`config.mk`:
```
export PLATFORM = sky130hd
export DESIGN_NAME = acr_regs
export DESIGN_NICKNAME = d
export VERILOG_FILES = /design/src/shared/acr_pkg.sv /design/src/logic/acr_byte_reg.sv /design/src/logic/acr_pos_capture.sv /design/src/logic/acr_regs.sv
export SDC_FILE = /design/constraint.sdc
export NUM_CORES = 1
export LEC_CHECK = 0
export BUFFER_PORTS_ARGS = -buffer_cell sky130_fd_sc_hd__buf_4
export CORE_UTILIZATION = 50
export DETAILED_ROUTE_END_ITERATION = 8
export GPL_ROUTABILITY_DRIVEN = 0
export PLACE_DENSITY = 0.75
export SLEW_MARGIN = 20
export SYNTH_ARGS = -nofsm -noshare
export SYNTH_HDL_FRONTEND = slang
export SYNTH_HIERARCHICAL = 1
export SYNTH_SLANG_ARGS = --single-unit
```
`constraint.sdc`:
```
create_clock -name clk -period 1.5 [get_ports clk]
set_clock_uncertainty 0.1 [all_clocks]
set_input_delay 0.15 -clock clk [delete_from_list [all_inputs] [get_ports clk]]
set_output_delay 0.15 -clock clk [all_outputs]
set_load 0.05 [all_outputs]
```
`src/shared/acr_pkg.sv`:
```
// Constants and types for the converter clock and range register bank
// Assumes a byte-wide register port with byte offsets as printed
`default_nettype none
package acr_pkg;
  localparam int ADDR_W = 8;
  localparam int DATA_W = 8;
  // Register offsets (byte addresses of an 8-bit register space)
  localparam logic [7:0] OFS_CLK_TUNE = 8'h2b;
  localparam logic [7:0] OFS_SYNC_POS0 = 8'h2c;
  localparam logic [7:0] OFS_SYNC_POS1 = 8'h2d;
  localparam logic [7:0] OFS_SYNC_POS2 = 8'h2e;
  localparam logic [7:0] OFS_FSA_LO = 8'h30;
  localparam logic [7:0] OFS_FSA_HI = 8'h31;
  localparam logic [7:0] OFS_FSB_LO = 8'h32;
  localparam logic [7:0] OFS_FSB_HI = 8'h33;
  localparam logic [7:0] OFS_REF_SEL = 8'h38;
  localparam logic [7:0] OFS_TS_CTRL = 8'h3b;
  localparam logic [7:0] OFS_SYNC_SEL = 8'h3c;
  // Reset values
  localparam logic [7:0] RST_CLK_TUNE = 8'h11;
  localparam logic [15:0] RST_FULLSCALE = 16'ha000;
  localparam logic [7:0] RST_REF_SEL = 8'h00;
  localparam logic [7:0] RST_TS_CTRL = 8'h00;
  localparam logic [7:0] RST_SYNC_SEL = 8'h00;
  localparam logic [23:0] RST_SYNC_POS = 24'h000000;
  // Field positions
  localparam int BIT_FB_GAIN = 4;
  localparam int BIT_NOISE_SUPPR = 2;
  localparam int BIT_DELAY_HI = 1;
  localparam int BIT_REF_BYPASS = 0;
  localparam int BIT_TS_RECV = 0;
  localparam int BIT_TS_PECL = 1;
  localparam int SEL_W = 4;
  localparam int POS_W = 24;
  localparam int FS_W = 16;
  localparam logic [7:0] READ_UNMAPPED = 8'h00;

  typedef struct packed {
    logic wr;
    logic rd;
    logic [ADDR_W-1:0] addr;
    logic [DATA_W-1:0] wdata;
  } acr_req_type;

  typedef struct packed {
    logic fb_gain_high;
    logic noise_suppress;
    logic [1:0] sample_delay;
    logic ref_from_supply;
    logic ts_receiver_enable;
    logic ts_pecl_mode;
    logic [SEL_W-1:0] sync_delay_select;
    logic sync_auto_cal_allowed;
    logic [FS_W-1:0] fullscale_a;
    logic [FS_W-1:0] fullscale_b;
  } acr_ctrl_type;
endpackage
`default_nettype wire

```
`src/logic/acr_byte_reg.sv`:
```
// One byte of writable register with a reset value
// Assumes a single-cycle write strobe already decoded for this byte
`default_nettype none
module acr_byte_reg
  import acr_pkg::*;
#(
  parameter logic [7:0] RESET_VAL = 8'h00
) (
  input wire logic clk,
  input wire logic rst,
  input wire logic we,
  input wire logic [7:0] wdata,
  output logic [7:0] q
);
  logic [7:0] q_reg;
  always_ff @(posedge clk or posedge rst) begin
    if (rst) begin
      q_reg <= RESET_VAL;
    end else if (we) begin
      q_reg <= wdata;
    end
  end
  assign q = q_reg;
endmodule
`default_nettype wire

```
`src/logic/acr_pos_capture.sv`:
```
// Holds the latest sync edge position sample from the clock detector
// Assumes the detector strobe is synchronous to clk
`default_nettype none
module acr_pos_capture
  import acr_pkg::*;
(
  input wire logic clk,
  input wire logic rst,
  input wire logic pos_valid,
  input wire logic [POS_W-1:0] pos_in,
  output logic [POS_W-1:0] pos
);
  logic [POS_W-1:0] pos_reg;
  always_ff @(posedge clk or posedge rst) begin
    if (rst) begin
      pos_reg <= RST_SYNC_POS;
    end else if (pos_valid) begin
      pos_reg <= pos_in;
    end
  end
  assign pos = pos_reg;
endmodule
`default_nettype wire

```
`src/logic/acr_regs.sv`:
```
// Clock path, sync edge position, full-scale range and timestamp registers
// Assumes a plain register port and a position detector feeding pos_in
//
// Contract
// - Clock tuning resets to 0x11; bit 4 selects high converter feedback gain.
// - Clock tuning bit 2 enables supply noise suppression.
// - Clock tuning bits 1:0 hold one-hot sample delay, reset 1.
// - Read-only 24-bit sync edge position status is reported.
// - Input A full-scale code is 16 bits, reset 0xa000.
// - Input B full-scale code is 16 bits, reset 0xa000.
// - Reference select bit 0 chooses supply reference over band-gap.
// - Timestamp control bit 0 enables the timestamp receiver, reset 0.
// - Timestamp control bit 1 selects PECL mode, reset 0.
// - Four-bit sync delay select; zero allows automatic sync calibration.
`default_nettype none
module acr_regs
  import acr_pkg::*;
(
  input wire logic clk,
  input wire logic rst,
  input wire logic [ADDR_W-1:0] reg_addr,
  input wire logic [DATA_W-1:0] reg_wdata,
  input wire logic reg_wr,
  input wire logic reg_rd,
  output logic [DATA_W-1:0] reg_rdata,
  input wire logic pos_valid,
  input wire logic [POS_W-1:0] pos_in,
  output acr_ctrl_type ctrl
);
  // ----------------------------------------
  // Request and decode
  // ----------------------------------------
  acr_req_type req;
  assign req = '{wr: reg_wr, rd: reg_rd, addr: reg_addr, wdata: reg_wdata};

  function automatic logic hit(input logic [ADDR_W-1:0] a, input logic [7:0] ofs);
    hit = (a == ofs);
  endfunction

  wire logic we_clk = req.wr && hit(req.addr, OFS_CLK_TUNE);
  wire logic we_fsa_lo = req.wr && hit(req.addr, OFS_FSA_LO);
  wire logic we_fsa_hi = req.wr && hit(req.addr, OFS_FSA_HI);
  wire logic we_fsb_lo = req.wr && hit(req.addr, OFS_FSB_LO);
  wire logic we_fsb_hi = req.wr && hit(req.addr, OFS_FSB_HI);
  wire logic we_ref = req.wr && hit(req.addr, OFS_REF_SEL);
  wire logic we_ts = req.wr && hit(req.addr, OFS_TS_CTRL);
  wire logic we_sel = req.wr && hit(req.addr, OFS_SYNC_SEL);

  // ----------------------------------------
  // Storage
  // ----------------------------------------
  logic [7:0] clk_tune;
  logic [7:0] fsa_lo;
  logic [7:0] fsa_hi;
  logic [7:0] fsb_lo;
  logic [7:0] fsb_hi;
  logic [7:0] ref_sel;
  logic [7:0] ts_ctrl;
  logic [7:0] sync_sel;
  logic [POS_W-1:0] sync_pos;

  acr_byte_reg #(.RESET_VAL(RST_CLK_TUNE)) u_clk (
    .clk(clk), .rst(rst), .we(we_clk), .wdata(req.wdata), .q(clk_tune));
  acr_byte_reg #(.RESET_VAL(RST_FULLSCALE[7:0])) u_fsa_lo (
    .clk(clk), .rst(rst), .we(we_fsa_lo), .wdata(req.wdata), .q(fsa_lo));
  acr_byte_reg #(.RESET_VAL(RST_FULLSCALE[15:8])) u_fsa_hi (
    .clk(clk), .rst(rst), .we(we_fsa_hi), .wdata(req.wdata), .q(fsa_hi));
  acr_byte_reg #(.RESET_VAL(RST_FULLSCALE[7:0])) u_fsb_lo (
    .clk(clk), .rst(rst), .we(we_fsb_lo), .wdata(req.wdata), .q(fsb_lo));
  acr_byte_reg #(.RESET_VAL(RST_FULLSCALE[15:8])) u_fsb_hi (
    .clk(clk), .rst(rst), .we(we_fsb_hi), .wdata(req.wdata), .q(fsb_hi));
  acr_byte_reg #(.RESET_VAL(RST_REF_SEL)) u_ref (
    .clk(clk), .rst(rst), .we(we_ref), .wdata(req.wdata), .q(ref_sel));
  acr_byte_reg #(.RESET_VAL(RST_TS_CTRL)) u_ts (
    .clk(clk), .rst(rst), .we(we_ts), .wdata(req.wdata), .q(ts_ctrl));
  acr_byte_reg #(.RESET_VAL(RST_SYNC_SEL)) u_sel (
    .clk(clk), .rst(rst), .we(we_sel), .wdata(req.wdata), .q(sync_sel));

  acr_pos_capture u_pos (
    .clk(clk), .rst(rst), .pos_valid(pos_valid), .pos_in(pos_in), .pos(sync_pos));

  // ----------------------------------------
  // Control outputs
  // ----------------------------------------
  acr_ctrl_type ctrl_next;
  acr_ctrl_type ctrl_reg;
  always_comb begin
    ctrl_next.fb_gain_high = clk_tune[BIT_FB_GAIN];
    ctrl_next.noise_suppress = clk_tune[BIT_NOISE_SUPPR];
    ctrl_next.sample_delay = clk_tune[BIT_DELAY_HI:0];
    ctrl_next.ref_from_supply = ref_sel[BIT_REF_BYPASS];
    ctrl_next.ts_receiver_enable = ts_ctrl[BIT_TS_RECV];
    ctrl_next.ts_pecl_mode = ts_ctrl[BIT_TS_PECL];
    ctrl_next.sync_delay_select = sync_sel[SEL_W-1:0];
    ctrl_next.sync_auto_cal_allowed = (sync_sel[SEL_W-1:0] == '0);
    ctrl_next.fullscale_a = {fsa_hi, fsa_lo};
    ctrl_next.fullscale_b = {fsb_hi, fsb_lo};
  end

  always_ff @(posedge clk or posedge rst) begin
    if (rst) begin
      ctrl_reg <= '{fb_gain_high: RST_CLK_TUNE[BIT_FB_GAIN],
                    noise_suppress: RST_CLK_TUNE[BIT_NOISE_SUPPR],
                    sample_delay: RST_CLK_TUNE[BIT_DELAY_HI:0],
                    ref_from_supply: RST_REF_SEL[BIT_REF_BYPASS],
                    ts_receiver_enable: RST_TS_CTRL[BIT_TS_RECV],
                    ts_pecl_mode: RST_TS_CTRL[BIT_TS_PECL],
                    sync_delay_select: RST_SYNC_SEL[SEL_W-1:0],
                    sync_auto_cal_allowed: 1'b1,
                    fullscale_a: RST_FULLSCALE,
                    fullscale_b: RST_FULLSCALE};
    end else begin
      ctrl_reg <= ctrl_next;
    end
  end
  assign ctrl = ctrl_reg;

  // ----------------------------------------
  // Read back
  // ----------------------------------------
  logic [7:0] rd_mux;
  always_comb begin
    unique case (req.addr)
      OFS_CLK_TUNE: rd_mux = clk_tune;
      OFS_SYNC_POS0: rd_mux = sync_pos[7:0];
      OFS_SYNC_POS1: rd_mux = sync_pos[15:8];
      OFS_SYNC_POS2: rd_mux = sync_pos[23:16];
      OFS_FSA_LO: rd_mux = fsa_lo;
      OFS_FSA_HI: rd_mux = fsa_hi;
      OFS_FSB_LO: rd_mux = fsb_lo;
      OFS_FSB_HI: rd_mux = fsb_hi;
      OFS_REF_SEL: rd_mux = ref_sel;
      OFS_TS_CTRL: rd_mux = ts_ctrl;
      OFS_SYNC_SEL: rd_mux = sync_sel;
      default: rd_mux = READ_UNMAPPED;
    endcase
  end

  logic [7:0] rdata_reg;
  always_ff @(posedge clk or posedge rst) begin
    if (rst) begin
      rdata_reg <= READ_UNMAPPED;
    end else if (req.rd) begin
      rdata_reg <= rd_mux;
    end else begin
      rdata_reg <= READ_UNMAPPED;
    end
  end
  assign reg_rdata = rdata_reg;
endmodule
`default_nettype wire

```
==> results of run 1 <==
[worst max path at each step]
stage / startpoint / endpoint / slack, ns
2_1_floorplan: reg_addr[7] / u_fsb_lo/q[0] / -0.07
3_3_place_gp: reg_addr[1] / reg_rdata[2] / -0.30
3_5_place_dp: reg_addr[1] / reg_rdata[2] / -0.35
4_1_cts: u_fsa_lo/q[4] / reg_rdata[4] / -0.07
5_1_grt: u_fsa_lo/q[4] / reg_rdata[4] / -0.12
6_report: u_fsa_lo/q[2] / reg_rdata[2] / -0.08
[through the flow]
step / setup TNS, ns / total power [W] / hold slack [ns] / setup WS (ns) / util [%]
2_1_floorplan: -0.934 / 0.00484 / -0.136 / -0.0736 / -
3_3_place_gp: -9.02 / 0.00523 / 0.0842 / -0.296 / 60.6
3_5_place_dp: -9.89 / 0.00526 / 0.0903 / -0.345 / 60.6
4_1_cts: -0.292 / 0.00963 / 0.120 / -0.0749 / 69.0
5_1_grt: -0.616 / 0.00988 / 0.137 / -0.120 / 69.1
6_report: -0.384 / 0.00955 / 0.145 / -0.0840 / 69.1
[where the power goes]
part,internal [W],switching [W]
Clock,0.00270,0.00156
Combinational,0.000558,0.000601
Sequential,0.00400,0.000128
Total,0.00726,0.00229
[synth_stat cells, drive strengths merged, types with 2 or more instances]
cell,number
dfrtp,127
mux2,96
buf,22
and3b,17
a221o,16
dfstp,13
inv,12
a32oi,9
a21o,8
a221oi,8
a22o,8
o21ai,8
a22oi,7
nor2,6
clkbuf,5
and3,4
and4bb,3
nand2,3
nand2b,2
nand3,2
nor2b,2
nor3,2
nor3b,2
[critical path: stages, from the launching register on]
cell                       delay (ns)
sky130_fd_sc_hd__dfrtp_1         0.39
sky130_fd_sc_hd__mux2_4          0.28
sky130_fd_sc_hd__a221o_1         0.30
sky130_fd_sc_hd__a32oi_1         0.23
sky130_fd_sc_hd__a221oi_1        0.14
[kinds of logic after synthesis]
kind of cell	after synthesis	synth area share [%]
AO/OA/AOI/OAI	66	8.96
flip-flops	140	57.4
AND/OR/NAND/NOR	46	5.73
buffers and inverters	39	4.69
multiplexers	96	23.2
[layer usage]
metal	GRT usage (%)	vias to the layer above	wire length, um
li1	-	1784	-
met3	6.43	37	846
met5	0	-	0
met4	14.5	0	575
met2	38.0	157	6950
met1	32.9	1943	6360
[area by class of cell]
| cell class | count | area, um2 | share of cell area, % |
|---|---|---|---|
| repair buffers | 184 | 1530 | 18.5 |
| well taps | 147 | 184 | 2.22 |
| flip-flops and latches | 140 | 3520 | 42.6 |
| clock inverters | 11 | 144 | 1.74 |
| multi-input cells | 208 | 2390 | 28.9 |
| inverters | 12 | 45.0 | 0.545 |
| clock buffers | 21 | 460 | 5.57 |
[what timing repair did]
action	4_1_cts	5_1_grt
pin swaps	12	2
hold buffers	33	0
hold endpoints to repair	221	0
gates resized for setup	6	0
endpoints found under the setup margin	8	8
buffers inserted	4	2
==> impl_summary.txt, run 1 <==
----------------------------------------------------
[Run status]
  Result of the run ... complete, but fails checks
  Failing checks ... setup timing

[Clocking]
  Sink Count ... 140
  Level count of the clock H-tree ... 4
  CTS tree ... built
  Clk Latency, worst-skew pair ... 0.42 ns
  Clock slew at the register clock pins of the worst setup and hold paths ... 0.06 ns
  Root Buffer Master ... sky130_fd_sc_hd__clkbuf_16
  Deepest clock path buffer count ... 2
  Number of buffers created by CTS ... 17

[Logic synthesis]
  Syn Area/Cell ... 15.8 um2
  Post-synth EDFFs ... 0
  Count of synthesis-stage warnings from yosys ... 6
  Post-synthesis sequential area ratio ... 57.4%
  Distinct cell type count of the synthesized netlist ... 38
  Net count after synthesis ... 432
  Cell area after synthesis ... 6130 um2
  Library cell occupying the most area in the post-synthesis netlist ... sky130_fd_sc_hd__dfrtp_1
  Synth top area share ... 51.8%
  Flip-flop and latch count after synthesis ... 140
  Async set-reset flop share out of synthesis ... 100%
  Top_reg_cell synth ... sky130_fd_sc_hd__dfrtp_1
  Cell count after synthesis ... 387
  Leading post-synthesis cells by cell area ... sky130_fd_sc_hd__dfrtp_1 (52%), sky130_fd_sc_hd__mux2_4 (22%), sky130_fd_sc_hd__dfstp_2 (5.6%), sky130_fd_sc_hd__a221o_1 (2.6%), sky130_fd_sc_hd__and3b_1 (2.4%)

[Timing]
  RSZ-0062 raised after global routing ... yes
  Final number of hold-violating endpoints ... 0
  # setup viols final ... 8
  Share of the clock period used by the worst path ... 106%
  Worst path setup slack after routing ... -0.0840 ns
  Final min period ... 1.58 ns
  Count of pins over their slew limit ... 0
  Top achievable clock speed ... 631 MHz
  Worst slew margin relative to its limit ... 65.1%
  Actual slew at the worst max-slew pin ... 0.522 ns

[Finish]
  Final Instance Area ... 8270 um2
  Area Overhead vs Synth ... 34.9%
  Max FFs per register ... 44
  Number of antenna cells inserted ... 0
  Proportion of layout cells with a drive suffix above 1 ... 53.1%
  Filler cell count ... 785
  Most common cell after layout, fill and taps aside ... sky130_fd_sc_hd__buf_4
  Final #Nets ... 608
  Top library cells by usage in the layout, fill and taps aside ... sky130_fd_sc_hd__buf_4 (146), sky130_fd_sc_hd__dfrtp_1 (127), sky130_fd_sc_hd__mux2_4 (92)
  Non-filler cells in the finished layout ... 723

[Setup path]
  Type of the worst setup path ... flop to flop
  Setup crit end kind ... flop
  Worst endpoint required time ... 1.67 ns
  Critical path launch point type ... flop
  Length in cells of the worst reg-to-reg path ... 4
  Endpoint of the worst register-to-register path ... reg_rdata[2]
  RR Startpoint ... u_fsa_lo/q[2]
  Arrival time worst endpoint ... 1.75 ns
  Critical-path maximum fanout ... 2
  Worst-case register-to-register setup slack ... -0.08 ns

[Detailed routing]
  First-iteration detailed-routing DRC count ... 222
  Average vias per placed instance ... 5.42
  Drt drc ... 0
  Total iterations of the first detailed-routing run ... 4
  DRT Wirelength ... 14,700 um
  Vias after detailed routing ... 3,921
  Antenna Violating Nets Remaining ... 0
  Routed wirelength normalized by instance count ... 20.4 um

[Hold path]
  Startpoint of the most critical hold path ... pos_valid
  Hold Crit Endpoint ... u_pos/pos[22]
  Worst hold path depth ... 2
  Hold Crit Class ... input pin to flop

[Global route]
  Vias in the first global route ... 4,089
  First-pass GRT wire length ... 23,100 um
  Overall fraction of global-route tracks in use ... 25.1%
  Pin count of the biggest net entering global routing ... 37
  Aggregate global routing overflow ... 0
  Number of antenna violations at the first check in global routing ... 0

[Floorplanning]
  Starting density of the core ... 51.3%
  Chip height ... 113 um
  Die boundary width ... 113 um
  Number of rows created at floorplan ... 40
  Die footprint ... 12,700 um2
  IO Pins ... 97
  Core area ... 12,000 um2

[Placement]
  Number of placed cells counting well taps ... 652
  Estimated wirelength of the detail-placed design ... 10,300 um
  IO Port Bufs ... 96
  Placed Area ... 7250 um2

[Job]
  Reported max-cap violation count ... 0

[Pwr]
  Leak Pwr ... 4.12 nW
  Maximum resistive drop on vdd ... 0.583 mV
  Total power divided by cell area ... 1150 nW/um2

----------------------------------------------------
No activity file was read; power rests on OpenSTA's default activity.
==> run 2: changes to the inputs <==
--- a/config.mk
+++ b/config.mk
@@ -5,6 +5,7 @@
 export SDC_FILE = /design/constraint.sdc
 export NUM_CORES = 1
 export LEC_CHECK = 0
+export ABC_AREA = 1
 export BUFFER_PORTS_ARGS = -buffer_cell sky130_fd_sc_hd__buf_4
 export CORE_UTILIZATION = 50
 export DETAILED_ROUTE_END_ITERATION = 8
==> impl_summary.txt, run 2 <==
----------------------------------------------------
[Logic synthesis]
  Syn Area/Cell ... 8.84 um2 (was 15.8 um2)
  Async set-reset flop share out of synthesis ... 100% (unchanged)
  Library cell occupying the most area in the post-synthesis netlist ... sky130_fd_sc_hd__dfrtp_1 (unchanged)
  Synth top area share ... 53.2% (was 51.8%)
  Most numerous cell types in the synthesized netlist ... sky130_fd_sc_hd__nand2_1 (313), sky130_fd_sc_hd__dfrtp_1 (127), sky130_fd_sc_hd__nand3_1 (79) (was sky130_fd_sc_hd__dfrtp_1 (127), sky130_fd_sc_hd__mux2_4 (91), sky130_fd_sc_hd__and3b_1 (17))
  Distinct cell type count of the synthesized netlist ... 19 (was 38)
  Cell area after synthesis ... 5980 um2 (was 6130 um2)
  Post-synthesis sequential area ratio ... 58.9% (was 57.4%)
  Count of synthesis-stage warnings from yosys ... 6 (unchanged)
  Flip-flop and latch count after synthesis ... 140 (unchanged)
  Cell count after synthesis ... 676 (was 387)
  Leading post-synthesis cells by cell area ... sky130_fd_sc_hd__dfrtp_1 (53%), sky130_fd_sc_hd__nand2_1 (20%), sky130_fd_sc_hd__nand3_1 (6.6%), sky130_fd_sc_hd__dfstp_2 (5.7%), sky130_fd_sc_hd__nor2_1 (2.5%) (was sky130_fd_sc_hd__dfrtp_1 (52%), sky130_fd_sc_hd__mux2_4 (22%), sky130_fd_sc_hd__dfstp_2 (5.6%), sky130_fd_sc_hd__a221o_1 (2.6%), sky130_fd_sc_hd__and3b_1 (2.4%))
  Post-synth EDFFs ... 0 (unchanged)
  Top_reg_cell synth ... sky130_fd_sc_hd__dfrtp_1 (unchanged)
  Library cell with the highest instance count after synthesis ... sky130_fd_sc_hd__nand2_1 (was sky130_fd_sc_hd__dfrtp_1)
  Net count after synthesis ... 721 (was 432)

[Finish]
  Top library cells by usage in the layout, fill and taps aside ... sky130_fd_sc_hd__nand2_1 (313), sky130_fd_sc_hd__dfrtp_1 (127), sky130_fd_sc_hd__buf_4 (116) (was sky130_fd_sc_hd__buf_4 (146), sky130_fd_sc_hd__dfrtp_1 (127), sky130_fd_sc_hd__mux2_4 (92))
  Number of antenna cells inserted ... 0 (unchanged)
  Non-filler cells in the finished layout ... 997 (was 723)
  Post-route core utilization ... 69.4% (was 69.1%)
  Area Overhead vs Synth ... 33.7% (was 34.9%)
  Max FFs per register ... 44 (unchanged)
  Final #Nets ... 886 (was 608)
  Area of the multi-input gates ... 2040 um2 (was 2390 um2)
  Register Area ... 3520 um2 (unchanged)
  Most common cell after layout, fill and taps aside ... sky130_fd_sc_hd__nand2_1 (was sky130_fd_sc_hd__buf_4)
  Proportion of layout cells with a drive suffix above 1 ... 25.1% (was 53.1%)
  Filler cell count ... 838 (was 785)

[Clocking]
  Sink Count ... 140 (unchanged)
  CTS tree ... built (unchanged)
  Number of buffers created by CTS ... 17 (unchanged)
  Root Buffer Master ... sky130_fd_sc_hd__clkbuf_16 (unchanged)
  Number of setup buffers added after CTS ... 0 (was 4)
  Level count of the clock H-tree ... 4 (unchanged)
  Hold-fix buffer count after cts ... 48 (was 33)
  Clk Latency, worst-skew pair ... 0.42 ns (about the same)
  Post-CTS resize count ... 0 (was 6)
  Clock slew at the register clock pins of the worst setup and hold paths ... 0.06 ns (about the same)
  Deepest clock path buffer count ... 2 (unchanged)

[Pwr]
  Portion of total power attributed to sequential cells ... 43.3% (was 43.2%)
  Switching power ... 0.00227 W (was 0.00229 W)
  Cell-internal power ... 0.00724 W (was 0.00726 W)
  Clk network pwr share ... 46.9% (was 44.6%)
  Maximum resistive drop on vdd ... 0.661 mV (was 0.583 mV)
  Total power divided by cell area ... 1190 nW/um2 (was 1150 nW/um2)
  Leak Pwr ... 4.40 nW (was 4.12 nW)
  Total Power Consumption ... 0.00950 W (was 0.00955 W)
  Sw Ratio ... 23.9% (was 24.0%)
  Combinational power share ... 9.8% (was 12.1%)

[Timing]
  # setup viols final ... 0 (was 8)
  Final number of hold-violating endpoints ... 0 (unchanged)
  Final min period ... 1.37 ns (was 1.58 ns)
  Top achievable clock speed ... 732 MHz (was 631 MHz)
  Share of the clock period used by the worst path ... 91.0% (was 106%)
  Setup TNS ... 0 ns (was -0.384 ns)
  Worst slew margin relative to its limit ... 78.7% (was 65.1%)
  Actual slew at the worst max-slew pin ... 0.320 ns (was 0.522 ns)
  RSZ-0062 raised after global routing ... no (was yes)
  Count of pins over their slew limit ... 0 (unchanged)

[Run status]
  Failing checks ... DRC (was setup timing)
  Result of the run ... complete, but fails checks (unchanged)

[Detailed routing]
  Routed wirelength normalized by instance count ... 15.5 um (was 20.4 um)
  Average vias per placed instance ... 5.09 (was 5.42)
  DRT Wirelength ... 15,500 um (was 14,700 um)
  Vias after detailed routing ... 5,075 (was 3,921)
  Total iterations of the first detailed-routing run ... 8 (was 4)
  Drt drc ... 12 (was 0)
  First-iteration detailed-routing DRC count ... 442 (was 222)
  Antenna Violating Nets Remaining ... 0 (unchanged)

[Setup path]
  Setup crit end kind ... output port (was flop)
  Arrival time worst endpoint ... 1.12 ns (was 1.75 ns)
  Crit path max-delay cell type ... sky130_fd_sc_hd__dfstp_2 (was sky130_fd_sc_hd__dfrtp_1)
  Critical-path maximum fanout ... 1 (was 2)
  Worst endpoint required time ... 1.25 ns (was 1.67 ns)
  Buffer and inverter count on the worst path ... 1 (was 0)
  Critical path launch point type ... flop (unchanged)
  Type of the worst setup path ... flop to output port (was flop to flop)
  Top delay family on crit path ... flip-flops (was compound AO/OA/AOI/OAI gates)
  Crit-path max cell delay ... 0.51 ns (was 0.39 ns)
  Worst path cell trace ... buf_4 (was mux2_4 -> a221o_1 -> a32oi_1 -> a221oi_1)

[Hold path]
  Hold Crit Class ... input pin to flop (unchanged)

[Global route]
  Aggregate global routing overflow ... 0 (unchanged)
  First-pass GRT wire length ... 25,300 um (was 23,100 um)
  Number of antenna violations at the first check in global routing ... 0 (unchanged)
  Overall fraction of global-route tracks in use ... 26.8% (was 25.1%)
  Pin count of the biggest net entering global routing ... 51 (was 37)
  Vias in the first global route ... 4,960 (was 4,089)

[Placement]
  IO Port Bufs ... 96 (unchanged)
  Number of placed cells counting well taps ... 917 (was 652)
  Estimated wirelength of the detail-placed design ... 10,300 um (about the same)

[Job]
  Reported max-cap violation count ... 0 (unchanged)

[Floorplanning]
  Chip height ... 111 um (was 113 um)
  Core area ... 11,500 um2 (was 12,000 um2)
  IO Pins ... 97 (unchanged)
  Starting density of the core ... 51.9% (was 51.3%)
  Number of rows created at floorplan ... 39 (was 40)
  Die footprint ... 12,400 um2 (was 12,700 um2)
  Die boundary width ... 111 um (was 113 um)

----------------------------------------------------
==> run 2: cell count changes after synthesis, moves of 9 or more <==
cell | before | now
sky130_fd_sc_hd__nand2_1 | 3 | 313
sky130_fd_sc_hd__mux2_4 | 91 | 0
sky130_fd_sc_hd__inv_2 | 1 | 10
sky130_fd_sc_hd__nand3_1 | 2 | 79
sky130_fd_sc_hd__nand3_2 | 0 | 9
sky130_fd_sc_hd__a32oi_1 | 9 | 0
sky130_fd_sc_hd__nor2_1 | 5 | 40
sky130_fd_sc_hd__inv_1 | 11 | 32
sky130_fd_sc_hd__a221o_1 | 16 | 0
sky130_fd_sc_hd__and3b_1 | 17 | 0
sky130_fd_sc_hd__nand2_2 | 0 | 15
==> run 2: tightest hold or removal path, delay by kind of cell <==
kind / cells / cell delay, ns
buffers and inverters: 1 / 0.20
and+or+nand+nor: 2 / 0.14
==> run 2: through the flow <==
| stage | setup slack, ns | area (um2) | hold slack, ns |
|---|---|---|---|
| 2_1_floorplan | 0.00371 | 5980 | -0.136 |
| 3_3_place_gp | -0.00402 | 6870 | 0.0845 |
| 3_5_place_dp | -0.0265 | 6870 | 0.0941 |
| 4_1_cts | 0.125 | 7990 | 0.000992 |
| 5_1_grt | 0.110 | 7990 | 0.0228 |
| 6_report | 0.135 | 7990 | 0.0181 |
==> run 2: per-layer routing <==
metal / GRT usage [%] / share of wire, %
met5: 0 / 0
met1: 34.8 / 41
met3: 5.28 / 7.0
met2: 43.7 / 49
met4: 12.9 / 3.5
==> run 2: cell families (layout without fill, tap and decap cells) <==
logic type / after synthesis / count (layout) / synth area share [%]
AND/OR/NAND/NOR: 470 / 470 / 34.1
buffers and inverters: 66 / 244 / 7.05
flip-flops: 140 / 140 / 58.9
==> run 2: final timing paths <==
kind	from	endpoint	slack, ns	cells past startpoint
max in group asynchronous	rst	ctrl[15]	0.49	4
hold reg to reg	u_clk/q[4]	ctrl[43]	0.27	0
min in group asynchronous	rst	u_fsb_lo/q[0]	0.22	3
hold / removal	pos_valid	u_pos/pos[17]	0.02	3
setup / recovery	ctrl[13]	ctrl[13]	0.13	1
setup reg to reg	u_fsb_lo/q[2]	reg_rdata[2]	0.27	6
==> run 2: power by group through the flow <==
stage | combinational [W] | sequential (W) | clock, W
after detailed placement | 0.000818 | 0.00418 | 0
after floorplan | 0.000300 | 0.00436 | 0
after global routing | 0.000992 | 0.00414 | 0.00471
final | 0.000928 | 0.00412 | 0.00446
after global placement | 0.000799 | 0.00417 | 0
after CTS | 0.000918 | 0.00412 | 0.00450
==> run 2: cell type report <==
cell class,count,share of cell area (%)
Inverter,43,2.11
Timing Repair Buffer,169,18.2
Sequential cell,140,44.0
Clock buffer,21,5.89
Clock inverter,11,2.07
Tap cell,143,2.24
Multi-Input combinational cell,470,25.5
==> run 3: changes to the inputs <==
==> constraint.sdc (replaced) <==
create_clock -name clk -period 1.5 [get_ports clk]
set_clock_uncertainty 0.1 [all_clocks]
set_input_delay 0.075 -clock clk [delete_from_list [all_inputs] [get_ports clk]]
set_output_delay 0.075 -clock clk [all_outputs]
set_load 0.05 [all_outputs]
==> impl_summary.txt, run 3 (synthesis gave the netlist of run 2 again) <==
----------------------------------------------------
[Placement]
  IO Port Bufs ... 96 (unchanged)
  Number of placed cells counting well taps ... 915 (was 917)
  Estimated wirelength of the detail-placed design ... 10,300 um (about the same)

[Global route]
  Met3 track demand over resource ... 5.55% (was 5.28%)
  Met2 routing resource usage after global routing ... 45.3% (was 43.7%)
  Overall fraction of global-route tracks in use ... 26.7% (was 26.8%)
  Number of antenna violations at the first check in global routing ... 0 (unchanged)
  Routing usage on met1 ... 33.2% (was 34.8%)
  First-pass GRT wire length ... 24,900 um (was 25,300 um)
  Most utilized layer in the global route result ... met2 (unchanged)
  Aggregate global routing overflow ... 0 (unchanged)
  Pin count of the biggest net entering global routing ... 42 (was 51)
  Vias in the first global route ... 5,083 (was 4,960)

[Run status]
  Result of the run ... complete, but fails checks (unchanged)
  Failing checks ... DRC (unchanged)

[Clocking]
  Sink Count ... 140 (unchanged)
  Deepest clock path buffer count ... 2 (unchanged)
  Level count of the clock H-tree ... 4 (unchanged)
  CTS tree ... built (unchanged)
  Clock slew at the register clock pins of the worst setup and hold paths ... 0.06 ns (about the same)
  Number of buffers created by CTS ... 17 (unchanged)
  Root Buffer Master ... sky130_fd_sc_hd__clkbuf_16 (unchanged)
  Clk Latency, worst-skew pair ... 0.42 ns (about the same)

[Finish]
  Area Overhead vs Synth ... 34.1% (was 33.7%)
  Number of antenna cells inserted ... 0 (unchanged)
  Top library cells by usage in the layout, fill and taps aside ... sky130_fd_sc_hd__nand2_1 (313), sky130_fd_sc_hd__dfrtp_1 (127), sky130_fd_sc_hd__buf_4 (115) (was sky130_fd_sc_hd__nand2_1 (313), sky130_fd_sc_hd__dfrtp_1 (127), sky130_fd_sc_hd__buf_4 (116))
  Max FFs per register ... 44 (unchanged)
  Non-filler cells in the finished layout ... 1,005 (was 997)
  Most common cell after layout, fill and taps aside ... sky130_fd_sc_hd__nand2_1 (unchanged)
  Final #Nets ... 894 (was 886)
  Proportion of layout cells with a drive suffix above 1 ... 24.4% (was 25.1%)

[Timing]
  RSZ-0062 raised after global routing ... no (unchanged)
  Hold Slack ... 0.0746 ns (was 0.0181 ns)
  Setup TNS ... 0 ns (unchanged)
  Worst slew margin relative to its limit ... 69.7% (was 78.7%)
  Final min period ... 1.29 ns (was 1.37 ns)
  Count of pins over their slew limit ... 0 (unchanged)
  Actual slew at the worst max-slew pin ... 0.454 ns (was 0.320 ns)
  Share of the clock period used by the worst path ... 86.0% (was 91.0%)
  Final number of hold-violating endpoints ... 0 (unchanged)
  # setup viols final ... 0 (unchanged)
  Top achievable clock speed ... 776 MHz (was 732 MHz)

[Setup path]
  Critical path launch point type ... flop (unchanged)
  Worst endpoint required time ... 1.32 ns (was 1.25 ns)
  Type of the worst setup path ... flop to output port (unchanged)
  Crit-path max cell delay ... 0.51 ns (about the same)
  Crit path max-delay cell type ... sky130_fd_sc_hd__dfstp_2 (unchanged)
  Buffer and inverter count on the worst path ... 1 (unchanged)
  Critical-path maximum fanout ... 1 (unchanged)
  Setup crit end kind ... output port (unchanged)
  Worst path cell trace ... buf_4 (unchanged)
  Arrival time worst endpoint ... 1.11 ns (was 1.12 ns)
  Top delay family on crit path ... flip-flops (unchanged)

[Pwr]
  Leak Pwr ... 4.41 nW (was 4.40 nW)
  Total power divided by cell area ... 1150 nW/um2 (was 1190 nW/um2)
  Maximum resistive drop on vdd ... 0.623 mV (was 0.661 mV)

[Floorplanning]
  Number of rows created at floorplan ... 39 (unchanged)
  Starting density of the core ... 51.9% (unchanged)
  Die footprint ... 12,400 um2 (unchanged)
  IO Pins ... 97 (unchanged)
  Core area ... 11,500 um2 (unchanged)
  Die boundary width ... 111 um (unchanged)
  Chip height ... 111 um (unchanged)

[Detailed routing]
  Total iterations of the first detailed-routing run ... 7 (was 8)
  Vias after detailed routing ... 5,089 (was 5,075)
  Antenna Violating Nets Remaining ... 0 (unchanged)
  Average vias per placed instance ... 5.06 (was 5.09)
  DRT Wirelength ... 15,600 um (was 15,500 um)
  First-iteration detailed-routing DRC count ... 418 (was 442)
  Routed wirelength normalized by instance count ... 15.5 um (about the same)
  Drt drc ... 12 (unchanged)

[Hold path]
  Hold Crit Class ... input pin to flop (unchanged)

[Job]
  Reported max-cap violation count ... 0 (unchanged)

----------------------------------------------------
## run 3: changes by cell type in the layout (fill, tap and decap cells not counted)
| cell | change |
|---|---|
| sky130_fd_sc_hd__clkbuf_8 | +2 |
| sky130_fd_sc_hd__dlygate4sd3_1 | +10 |
| sky130_fd_sc_hd__clkinv_2 | +2 |
| sky130_fd_sc_hd__bufinv_16 | -2 |
| sky130_fd_sc_hd__clkinvlp_4 | -4 |
| sky130_fd_sc_hd__clkbuf_1 | +2 |
| sky130_fd_sc_hd__buf_4 | -1 |
| sky130_fd_sc_hd__buf_12 | -1 |
## run 3: cell type report
| class | count | area [um2] |
|---|---|---|
| clock buffer | 25 | 505 |
| multi-input combinational | 470 | 2040 |
| fill | 867 | 3500 |
| clock inverter | 7 | 85.1 |
| timing repair buffer | 177 | 1520 |
| inverter | 43 | 169 |
| sequential | 140 | 3520 |
| tap | 143 | 179 |
## run 3: layer usage
layer / wire [um] / up-vias
li1: - / 2429
met1: 6130 / 2371
met2: 7780 / 251
met3: 1240 / 38
met4: 461 / 0
met5: 0 / -
## run 3: through the flow
| step | total power (W) | util (%) | cell area (um2) | setup slack (ns) |
|---|---|---|---|---|
| floorplan | 0.00466 | - | 5980 | 0.0787 |
| global placement | 0.00497 | 59.5 | 6850 | 0.0819 |
| detailed placement | 0.00500 | 59.5 | 6850 | 0.0193 |
| CTS | 0.00922 | 69.6 | 8020 | 0.195 |
| global route | 0.00950 | 69.6 | 8020 | 0.172 |
| finish | 0.00920 | 69.6 | 8020 | 0.211 |
## run 3: power breakdown
group	switching, W	leakage [nW]	internal [W]
Combinational	0.000593	2.27	0.000354
Clock	0.00148	0.297	0.00265
Sequential	0.000130	1.85	0.00399
Total	0.00220	4.41	0.00700
## run 3: timing repair
action                    CTS  global route
hold endpoints to repair  231             0
resized for setup           0             0
hold buffers               58             0
setup buffers               0             0
## run 3: path summary, 6_finish.rpt
check                               from       endpoint  slack, ns  cells past startpoint
setup / recovery                ctrl[13]       ctrl[13]       0.21                      1
hold / removal                 pos_valid   u_pos/pos[3]       0.07                      4
setup reg to reg           u_fsb_lo/q[7]   reg_rdata[7]       0.31                      6
hold reg to reg               u_clk/q[4]       ctrl[43]       0.27                      0
max in group asynchronous            rst       ctrl[29]       0.54                      4
min in group asynchronous            rst  u_fsb_hi/q[6]       0.15                      3
## run 3: worst register-to-register path, stage by stage, from the launching register on
cell	delay [ns]
sky130_fd_sc_hd__dfrtp_1	0.42
sky130_fd_sc_hd__nand3_1	0.10
sky130_fd_sc_hd__nand2_1	0.09
sky130_fd_sc_hd__nor2_1	0.18
sky130_fd_sc_hd__nand3_1	0.11
sky130_fd_sc_hd__nand2_1	0.07
sky130_fd_sc_hd__inv_1	0.03
